--- src/dmem_cfg_pkg.sv ---
// Constants, field layouts and carrier types for the data-memory control
// block. Assumes an AXI4-Lite master with 32-bit data and byte addresses.
// Function
// - Two data pointers share one address
// - Select 0 primary (default), 1 secondary
// - Bank select bits at status bits 4,3
// - Carry 7, half carry 6, overflow 2, parity 0
// - User flags bits 5,1 are plain storage
// - Large variant: 0000-03FF goes to auxiliary RAM
// - Small variant: 00-FF goes to auxiliary RAM
// - Disable bit set: auxiliary RAM never selected
// - Strobe free-runs at clock/3 or clock/6
// - Suppressed strobe only during move instructions
// - General user bit 3 is plain storage
// - Four banks of eight working registers
// - Register-indirect moves ignore pointer high byte unless the disable bit is set
package dmem_cfg_pkg;
   // Register word indices; the bus byte address is four times these
   localparam logic [7:0] IDX_AUX_CONTROL     = 8'h8E;
   localparam logic [7:0] IDX_AUX_CONTROL_TWO = 8'hA2;
   localparam logic [7:0] IDX_STATUS_WORD     = 8'hD0;
   localparam logic [7:0] IDX_POINTER_LOW     = 8'h82;
   localparam logic [7:0] IDX_POINTER_HIGH    = 8'h83;
   localparam int         ADDR_W              = 10;
   // Field positions
   localparam int BIT_CARRY        = 7;
   localparam int BIT_HALF_CARRY   = 6;
   localparam int BIT_USER_ZERO    = 5;
   localparam int BIT_BANK_HIGH    = 4;
   localparam int BIT_BANK_LOW     = 3;
   localparam int BIT_SIGNED_WRAP  = 2;
   localparam int BIT_USER_ONE     = 1;
   localparam int BIT_PARITY       = 0;
   localparam int BIT_AUX_DISABLE  = 1;
   localparam int BIT_STROBE_SUPP  = 0;
   localparam int BIT_GENERAL_USER = 3;
   localparam int BIT_POINTER_SEL  = 0;
   // Writable masks and reset values
   localparam logic [7:0] MASK_AUX_CONTROL  = 8'h03;
   localparam logic [7:0] MASK_AUX_TWO      = 8'h09;
   localparam logic [7:0] RST_AUX_CONTROL   = 8'h00;
   localparam logic [7:0] RST_AUX_TWO       = 8'h00;
   localparam logic [7:0] RST_STATUS        = 8'h00;
   // Auxiliary RAM top addresses for the two variants
   localparam logic [15:0] AUX_TOP_LARGE    = 16'h03FF;
   localparam logic [15:0] AUX_TOP_SMALL    = 16'h00FF;
   // Strobe periods in system clocks
   localparam logic [2:0] STROBE_DIV_6T     = 3'h3;
   localparam logic [2:0] STROBE_DIV_12T    = 3'h6;
   localparam logic [1:0] RESP_OKAY         = 2'h0;
   localparam logic [1:0] RESP_SLVERR       = 2'h2;

   // Core-side status flag update
   typedef struct packed {
      logic carry_flag;
      logic half_carry_flag;
      logic signed_wrap_flag;
      logic parity_flag;
   } alu_flags_t;

   // Core-side external-move request
   typedef struct packed {
      logic        valid;
      logic        register_indirect;
      logic        write;
      logic [15:0] pointer;
      logic [7:0]  low_byte;
   } move_req_t;

   // Routing decision for a move
   typedef struct packed {
      logic                 aux_select;
      logic                 offchip_start;
      logic [15:0]          address;
      logic [ADDR_W-1:0]    aux_address;
   } move_route_t;
endpackage : dmem_cfg_pkg

--- src/dmem_cfg_regs.sv ---
// Data-memory control registers: status word, auxiliary controls, dual
// data pointers, bank select, move routing and address-latch strobe.
// Assumes an AXI4-Lite master and a core on the same clock.
// Register indices are word indices: the byte address on the bus is four
// times the index, and the two lowest address bits are ignored.
// Core inputs arrive on i_clk and are used without synchronisers.
`timescale 1ns/100ps
module data_memory_config_regs #(
   parameter bit LARGE_VARIANT = 1'b1
) (
   // Clock and reset
   input  wire logic                      i_clk,
   input  wire logic                      i_rst_n,
   // AXI4-Lite write address and data
   input  wire logic                      i_awvalid,
   output logic                           o_awready,
   input  wire logic [9:0]                i_awaddr,
   input  wire logic                      i_wvalid,
   output logic                           o_wready,
   input  wire logic [31:0]               i_wdata,
   input  wire logic [3:0]                i_wstrb,
   // AXI4-Lite write response
   output logic                           o_bvalid,
   input  wire logic                      i_bready,
   output logic [1:0]                     o_bresp,
   // AXI4-Lite read
   input  wire logic                      i_arvalid,
   output logic                           o_arready,
   input  wire logic [9:0]                i_araddr,
   output logic                           o_rvalid,
   input  wire logic                      i_rready,
   output logic [31:0]                    o_rdata,
   output logic [1:0]                     o_rresp,
   // Core: flags, clock mode, instruction kind, moves
   input  wire logic                      i_flags_we,
   input  wire dmem_cfg_pkg::alu_flags_t  i_flags,
   input  wire logic                      i_mode_6t,
   input  wire logic                      i_move_instr_active,
   input  wire dmem_cfg_pkg::move_req_t   i_move,
   // Working-register bank
   output logic [1:0]                     o_bank_select,
   output logic [4:0]                     o_reg_base,
   // Selected pointer, move route and strobe
   output logic [15:0]                    o_pointer,
   output dmem_cfg_pkg::move_route_t      o_route,
   output logic                           o_strobe
);

   ////////////////////////////////////////////////////////////////////////
   // State
   // One packed struct holds every flip-flop of the block; the fields
   // run from the bus slots through the registers to the move route.
   typedef struct packed {
      logic                      aw_held;
      logic [7:0]                aw_addr;
      logic                      w_held;
      logic [7:0]                w_data;
      logic                      bvalid;
      logic [1:0]                bresp;
      logic                      rvalid;
      logic [31:0]               rdata;
      logic [1:0]                rresp;
      logic [7:0]                status_word;
      logic [7:0]                aux_control;
      logic [7:0]                aux_control_two;
      logic [15:0]               primary_pointer;
      logic [15:0]               secondary_pointer;
      logic [2:0]                strobe_cnt;
      logic                      strobe;
      dmem_cfg_pkg::move_route_t route;
   } state_t;

   state_t st;       // Registered state
   state_t next_st;  // Next state

   // Combinational helpers between the state and the next state
   logic [7:0]  wr_addr;     // Effective write index
   logic [7:0]  wr_byte;     // Effective write byte
   logic        wr_fire;     // Write completes this cycle
   logic        wr_ok;       // Write address mapped
   logic [7:0]  rd_byte;     // Read mux result
   logic        rd_ok;       // Read address mapped
   logic [15:0] cur_ptr;     // Selected pointer
   logic [15:0] mv_addr;     // Move target address
   logic [15:0] aux_top;     // Auxiliary RAM top for variant
   logic [2:0]  strobe_div;  // Strobe period in clocks

   ////////////////////////////////////////////////////////////////////////
   // Bus handshakes: one slot per channel, held until the pair completes.
   // A pending response blocks both write channels, so only one write is
   // ever under way; arready falls while a read answer waits, which
   // limits reads to one at a time as well.
   assign o_awready = !st.aw_held && !st.bvalid;
   assign o_wready  = !st.w_held && !st.bvalid;
   assign o_arready = !st.rvalid;
   // Response and read data come straight from their flip-flops
   assign o_bvalid  = st.bvalid;
   assign o_bresp   = st.bresp;
   assign o_rvalid  = st.rvalid;
   assign o_rdata   = st.rdata;
   assign o_rresp   = st.rresp;

   // Current pointer chosen by the select bit
   // One mux feeds the output and the read path, so a select change
   // is seen by the very next access.
   assign cur_ptr = st.aux_control_two[dmem_cfg_pkg::BIT_POINTER_SEL]
                  ? st.secondary_pointer : st.primary_pointer;

   // Variant-dependent auxiliary RAM top
   // Fixed at build time; the small variant decodes a lower top
   assign aux_top = LARGE_VARIANT ? dmem_cfg_pkg::AUX_TOP_LARGE
                                  : dmem_cfg_pkg::AUX_TOP_SMALL;

   // Register-indirect moves drop the high byte while aux RAM is on
   // With auxiliary RAM off the full pointer goes out unchanged, so
   // external paging through the high byte still works.
   assign mv_addr = (i_move.register_indirect
                    && !st.aux_control[dmem_cfg_pkg::BIT_AUX_DISABLE])
                  ? {8'h00, i_move.low_byte} : i_move.pointer;

   // Strobe period by clock mode
   // The mode may change at any time; the counter wraps within a period
   assign strobe_div = i_mode_6t ? dmem_cfg_pkg::STROBE_DIV_6T
                                 : dmem_cfg_pkg::STROBE_DIV_12T;

   ////////////////////////////////////////////////////////////////////////
   // Outputs from state
   // Bank base is the bank number times eight working registers
   assign o_bank_select = {st.status_word[dmem_cfg_pkg::BIT_BANK_HIGH],
                           st.status_word[dmem_cfg_pkg::BIT_BANK_LOW]};
   assign o_reg_base = {o_bank_select, 3'h0};
   assign o_pointer  = cur_ptr;
   assign o_route    = st.route;
   assign o_strobe   = st.strobe;

   ////////////////////////////////////////////////////////////////////////
   // Write decode helpers; the index is the word address, so the two
   // lowest byte-address bits are ignored
   assign wr_addr = st.aw_held ? st.aw_addr : i_awaddr[9:2];
   assign wr_byte = st.w_held ? st.w_data : i_wdata[7:0];
   // Fires on the edge where the second of the pair arrives
   assign wr_fire = (st.aw_held || (i_awvalid && o_awready))
                 && (st.w_held || (i_wvalid && o_wready));
   // Unmapped indices still complete, with an error response
   always_comb begin
      // Mapped write addresses
      case (wr_addr)
         dmem_cfg_pkg::IDX_AUX_CONTROL,
         dmem_cfg_pkg::IDX_AUX_CONTROL_TWO,
         dmem_cfg_pkg::IDX_STATUS_WORD,
         dmem_cfg_pkg::IDX_POINTER_LOW,
         dmem_cfg_pkg::IDX_POINTER_HIGH: wr_ok = 1'b1;
         default:                        wr_ok = 1'b0;
      endcase
   end

   // Read mux; pointer locations reach whichever pointer is selected
   // Decoded straight from the address bus; the result is captured into
   // the read data register on acceptance only.
   always_comb begin
      rd_ok   = 1'b1;
      rd_byte = 8'h00;
      case (i_araddr[9:2])
         dmem_cfg_pkg::IDX_AUX_CONTROL:     rd_byte = st.aux_control;
         dmem_cfg_pkg::IDX_AUX_CONTROL_TWO: rd_byte = st.aux_control_two;
         dmem_cfg_pkg::IDX_STATUS_WORD:     rd_byte = st.status_word;
         dmem_cfg_pkg::IDX_POINTER_LOW:     rd_byte = cur_ptr[7:0];
         dmem_cfg_pkg::IDX_POINTER_HIGH:    rd_byte = cur_ptr[15:8];
         default:                           rd_ok   = 1'b0;
      endcase
   end

   ////////////////////////////////////////////////////////////////////////
   // Next-state logic
   always_comb begin
      // Defaults: every field holds unless a branch below moves it
      next_st = st;
      // Capture write address and data in either order; a channel that
      // arrives alone is parked until its partner comes
      if (i_awvalid && o_awready && !wr_fire) begin
         next_st.aw_held = 1'b1;
         next_st.aw_addr = i_awaddr[9:2];
      end
      if (i_wvalid && o_wready && !wr_fire) begin
         next_st.w_held = 1'b1;
         next_st.w_data = i_wdata[7:0];
      end
      // Response leaves at the edge where the master is ready
      if (st.bvalid && i_bready) begin
         next_st.bvalid = 1'b0;
      end
      // Core flag updates; user flags and bank bits untouched
      // The core may load flags on any cycle, even during a bus write
      if (i_flags_we) begin
         next_st.status_word[dmem_cfg_pkg::BIT_CARRY] =
            i_flags.carry_flag;
         next_st.status_word[dmem_cfg_pkg::BIT_HALF_CARRY] =
            i_flags.half_carry_flag;
         next_st.status_word[dmem_cfg_pkg::BIT_SIGNED_WRAP] =
            i_flags.signed_wrap_flag;
         next_st.status_word[dmem_cfg_pkg::BIT_PARITY] =
            i_flags.parity_flag;
      end
      // Completed write; software wins over a same-cycle core update
      if (wr_fire) begin
         next_st.aw_held = 1'b0;
         next_st.w_held  = 1'b0;
         next_st.bvalid  = 1'b1;
         next_st.bresp   = wr_ok ? dmem_cfg_pkg::RESP_OKAY
                                 : dmem_cfg_pkg::RESP_SLVERR;
         // Only byte lane zero carries register data
         if (!i_wstrb[0]) begin
            // No low lane: nothing stored
         end else begin
            case (wr_addr)
               dmem_cfg_pkg::IDX_AUX_CONTROL:
                  next_st.aux_control =
                     wr_byte & dmem_cfg_pkg::MASK_AUX_CONTROL;
               // Only the select bit and the user bit are kept
               dmem_cfg_pkg::IDX_AUX_CONTROL_TWO:
                  next_st.aux_control_two =
                     wr_byte & dmem_cfg_pkg::MASK_AUX_TWO;
               // Software may overwrite every status bit, flags too
               dmem_cfg_pkg::IDX_STATUS_WORD:
                  next_st.status_word = wr_byte;
               // Pointer writes reach only the selected pointer
               dmem_cfg_pkg::IDX_POINTER_LOW: begin
                  if (st.aux_control_two[dmem_cfg_pkg::BIT_POINTER_SEL])
                     next_st.secondary_pointer[7:0] = wr_byte;
                  else
                     next_st.primary_pointer[7:0] = wr_byte;
               end
               // High byte goes to the same selected pointer
               dmem_cfg_pkg::IDX_POINTER_HIGH: begin
                  if (st.aux_control_two[dmem_cfg_pkg::BIT_POINTER_SEL])
                     next_st.secondary_pointer[15:8] = wr_byte;
                  else
                     next_st.primary_pointer[15:8] = wr_byte;
               end
               default: begin
                  // Unmapped: answered with an error only
               end
            endcase
         end
      end
      // Read channel
      // A new request is not accepted while an answer waits
      if (st.rvalid && i_rready) begin
         next_st.rvalid = 1'b0;
      end
      if (i_arvalid && o_arready) begin
         next_st.rvalid = 1'b1;
         // Upper data bits always read as zero
         next_st.rdata  = {24'h000000, rd_byte};
         next_st.rresp  = rd_ok ? dmem_cfg_pkg::RESP_OKAY
                                : dmem_cfg_pkg::RESP_SLVERR;
      end
      // Move routing, registered one cycle after the request
      // Registered so the route stands for a full cycle; the cost is one
      // cycle of latency on every move
      next_st.route.address     = mv_addr;
      next_st.route.aux_address = mv_addr[dmem_cfg_pkg::ADDR_W-1:0];
      next_st.route.aux_select  = i_move.valid
         && !st.aux_control[dmem_cfg_pkg::BIT_AUX_DISABLE]
         && (mv_addr <= aux_top);
      // Aux hits stay internal; everything else goes off-chip
      // A move with the disable bit set always goes off-chip
      next_st.route.offchip_start = i_move.valid
         && !next_st.route.aux_select;
      // Strobe: free-running divider, or only during move instructions
      // The divider runs in both modes, so a suppressed strobe keeps its
      // phase when a move instruction begins
      if (st.strobe_cnt >= strobe_div - 3'h1) begin
         next_st.strobe_cnt = 3'h0;
      end else begin
         next_st.strobe_cnt = st.strobe_cnt + 3'h1;
      end
      if (!st.aux_control[dmem_cfg_pkg::BIT_STROBE_SUPP]) begin
         next_st.strobe = (st.strobe_cnt == 3'h0);
      end else begin
         next_st.strobe = i_move_instr_active
                       && (st.strobe_cnt == 3'h0);
      end
   end

   ////////////////////////////////////////////////////////////////////////
   // State register
   // The reset branch uses constants only, so the register clears
   // cleanly whatever the core inputs are doing; fields with named
   // reset values are set after the blanket clear
   always_ff @(posedge i_clk or negedge i_rst_n) begin
      if (!i_rst_n) begin
         st                 <= '0;
         st.status_word     <= dmem_cfg_pkg::RST_STATUS;
         st.aux_control     <= dmem_cfg_pkg::RST_AUX_CONTROL;
         st.aux_control_two <= dmem_cfg_pkg::RST_AUX_TWO;
      end else begin
         st <= next_st;
      end
   end

endmodule : data_memory_config_regs

--- config.mk ---
export PLATFORM = sky130hd
export DESIGN_NAME = data_memory_config_regs
export DESIGN_NICKNAME = d
export VERILOG_FILES = /design/src/dmem_cfg_pkg.sv /design/src/dmem_cfg_regs.sv
export SDC_FILE = /design/constraint.sdc
export NUM_CORES = 1
export LEC_CHECK = 0
export BUFFER_PORTS_ARGS = -buffer_cell sky130_fd_sc_hd__buf_4
export CAP_MARGIN = 20
export CORE_MARGIN = 3
export CORE_UTILIZATION = 50
export CTS_CLUSTER_SIZE = 12
export DETAILED_ROUTE_END_ITERATION = 10
export PLACE_DENSITY = 0.93
export SLEW_MARGIN = 20
export SYNTH_ARGS = -nofsm -noshare
export SYNTH_HDL_FRONTEND = slang
export SYNTH_SLANG_ARGS = --single-unit
--- constraint.sdc ---
create_clock -name i_clk -period 5.2 [get_ports i_clk]
set_clock_uncertainty 0.15 [all_clocks]
set_input_delay 0.52 -clock i_clk [delete_from_list [all_inputs] [get_ports i_clk]]
set_output_delay 0.52 -clock i_clk [all_outputs]
set_load 0.05 [all_outputs]
==> results by group <==
Status
  • Outcome: finished, final reports clean

Synthesis
  • Post-synthesis cell area: 5150 sq um
  • Post-synth EDFFs: 0
  • Top_reg_cell synth: dfrtp_1
  • Netlist cell types: 52
  • Number of synthesized register bits: 96
  • Fraction of registers with async set/reset: 100%
  • Syn Inst Count: 451
  • Seq/Total Area, Yosys: 46.6%
  • Synthesized area per cell: 11.4 sq um
  • Synth Warn #: 0

CTS
  • CTS root buf: clkbuf_8
  • Worst-Skew Late Latency: 0.36 ns
  • Clk sinks: 96
  • CTS H-tree lvls: 3
  • CTS tree: done
  • Worst-case clock buffer depth: 2
  • CTS Buf Count: 9
  • Worst-path clk slew: 0.09 ns
  • Postcts setup bufs: 0

Finish
  • # diodes: 0
  • Layout cell share with drive strength beyond 1: 45.2%
  • Area Growth Syn to Fin: 16.7%
  • Final Net Count: 635

Global routing
  • Pin count of the biggest net entering global routing: 66
  • GR Overflow Total: 0
  • Initial antenna violation count: 0
  • First-pass GRT wire length: 17500 um
  • GRT Total Usage: 19.6%
  • Vias in the first global route: 3515

Floorplan
  • Initial core utilization: 52.0%
  • # rows: 36
  • Ports: 190
  • Die area: 11600 sq um
  • Chip Width: 107 um
  • Area of the core: 9910 sq um
  • Die Height: 107 um

Critical path
  • Critical Path RT: 5.30 ns
  • Critical-path maximum fanout: 22
  • Startpoint types: flip-flop
  • Data arrival, critical path: 3.04 ns
  • Crit. End Element: flip-flop
  • Setup CP Type: flip-flop to flip-flop

Job
  • Maxcap violations: 0

Detailed routing
  • DRT Pass-1 Iters: 4
  • Per-cell routed wire length: 16.6 um
  • Starting DRT DRC Count: 189
  • Vias: 3470
  • Final WL: 11100 um
  • DRC: 0
  • Vias per inst: 5.17
  • Final antenna-violating net count: 0

Placement
  • Setup WS pre-CTS: 2.30 ns
  • Detailed placement HPWL: 8350 um
  • Port Buffers: 128
  • RePlAce Congestion: 0.802

Timing
  • Final Critical Period: 2.94 ns
  • Slew Viols, Final: 0
  • Worst Max-Slew Pin Slew: 0.881 ns
  • Period utilisation layout: 56.5%
  • Final worst setup slack: 2.26 ns
  • F_max: 0.341 GHz
  • Final count of hold timing violations: 0
  • Rel. slew slack: 41.3%
  • Finish-stage setup viols: 0
  • Min Hold Slack: 0.175 ns
  • RSZ-0062 raised after global routing: false
  • TNS Setup: 0 ns

Worst hold path
  • Worst hold-check path type: input pin to flip-flop

Power and ir drop
  • Max IR drop VDD: 321 uV
  • Pleak: 0.00303 uW
  • Power per standard cell area: 382 nW/um^2
==> per-layer routing <==
metal | vias to the layer above | global-route usage, % | wire length [um]
li1 | 1632 | - | -
met1 | 1687 | 24.7 | 4590
met2 | 135 | 33.7 | 5620
met3 | 16 | 4.56 | 721
met4 | 0 | 5.86 | 171
met5 | - | 0 | 0
==> through the flow <==
stage	cells	instance area, sq um	power (uW)	utilization, %
6_report	671	6010	2300	60.7
4_1_cts	671	6010	2320	60.7
3_5_place_dp	654	5780	1780	58.3
5_1_grt	671	6010	2430	60.7
2_1_floorplan	479	5260	1600	-
3_3_place_gp	654	5780	1740	58.3
==> state kept, by name, summed over array words and instances, names as in the netlist <==
name,cells
o_rvalid,1
o_bvalid,1
o_rresp,1
o_strobe,1
o_bank_select,2
o_bresp,1
st,63
o_route,18
o_rdata,8
==> cell families after synthesis <==
| family | after synthesis | share of synthesized area [%] |
|---|---|---|
| muxes | 93 | 21.4 |
| and+or+nand+nor | 112 | 11.6 |
| other | 1 | 0.0728 |
| xor gates and xnor gates | 1 | 0.170 |
| adders and majority gates | 5 | 1.21 |
| AOI/OAI and AO/OA | 48 | 6.56 |
| buffers and inverters | 95 | 12.4 |
| DFF | 96 | 46.6 |
==> layout make-up <==
class	count	area, sq um
clock buffers	9	124
clock inverters	7	95.1
fillers	791	3900
inverters	8	30.0
multi-input cells	288	2210
flip-flops and latches	96	2400
well taps	133	166
repair buffers	130	978
==> where the power goes <==
part,switching (uW),internal (uW)
Combinational,471,309
Clock,265,272
Sequential,115,866
Total,852,1450
==> synth_stat cells (2+ instances only) <==
cell / count / area share (%)
nand2_1: 43 / 3.1
nor2b_1: 6 / 0.73
nand3b_1: 2 / 0.29
buf_2: 3 / 0.29
a32o_1: 2 / 0.39
nor3b_2: 2 / 0.49
ha_1: 5 / 1.2
nand2b_1: 4 / 0.49
o2bb2ai_1: 2 / 0.34
a21o_1: 3 / 0.44
nand3_1: 4 / 0.39
nor3_1: 7 / 0.68
a21oi_1: 6 / 0.58
mux2i_1: 6 / 1.2
buf_4: 74 / 11
o21a_1: 2 / 0.29
a2bb2oi_1: 6 / 1.0
and2_1: 8 / 0.97
or4_1: 2 / 0.29
or2_2: 3 / 0.36
inv_1: 8 / 0.58
dfrtp_1: 96 / 47
a22o_1: 2 / 0.34
mux2_4: 16 / 4.7
a32oi_1: 2 / 0.34
nor2_1: 16 / 1.2
a31oi_1: 2 / 0.24
o21ai_0: 15 / 1.5
nor3b_1: 3 / 0.44
mux2_2: 71 / 16
clkbuf_1: 9 / 0.66
==> worst max-delay path: stages, from the launching register on <==
cell and delay (ns):
dfrtp_1 0.79, o22ai_1 0.24, a21oi_4 0.31, nand2_4 0.11, or4_1 0.82, mux2_4 0.40
==> worst paths after layout <==
| check | from | end | slack [ns] | depth (start not counted) |
|---|---|---|---|---|
| hold / removal | i_rready | o_rvalid | 0.17 | 2 |
| setup reg to reg | st[143] | st[59] | 2.26 | 5 |
| min in group asynchronous | i_rst_n | o_rdata[2] | 0.47 | 2 |
| setup / recovery | st[143] | st[59] | 2.26 | 5 |
| max in group asynchronous | i_rst_n | st[41] | 3.26 | 3 |
| hold reg to reg | st[29] | st[29] | 0.31 | 1 |
==> cells in the final DEF, fill, tap and decap left out, types with 5 or more instances in the layout <==
master       n
mux2_4      16
nor2_1      16
clkbuf_8     9
dfrtp_1     96
o21ai_0     15
mux2i_1      6
conb_1      29
mux2_2      71
nor2b_1      6
and2_1       8
ha_1         5
a21oi_1      6
a2bb2oi_1    6
nor3_1       7
buf_4      129
nand2_1     43
inv_1        8
==> what timing repair did <==
| item | CTS | global route |
|---|---|---|
| resized for setup | 0 | 0 |
| hold buffers | 1 | 0 |
| endpoints found under the hold margin | 31 | 0 |
No activity file was read; power rests on OpenSTA's default activity.
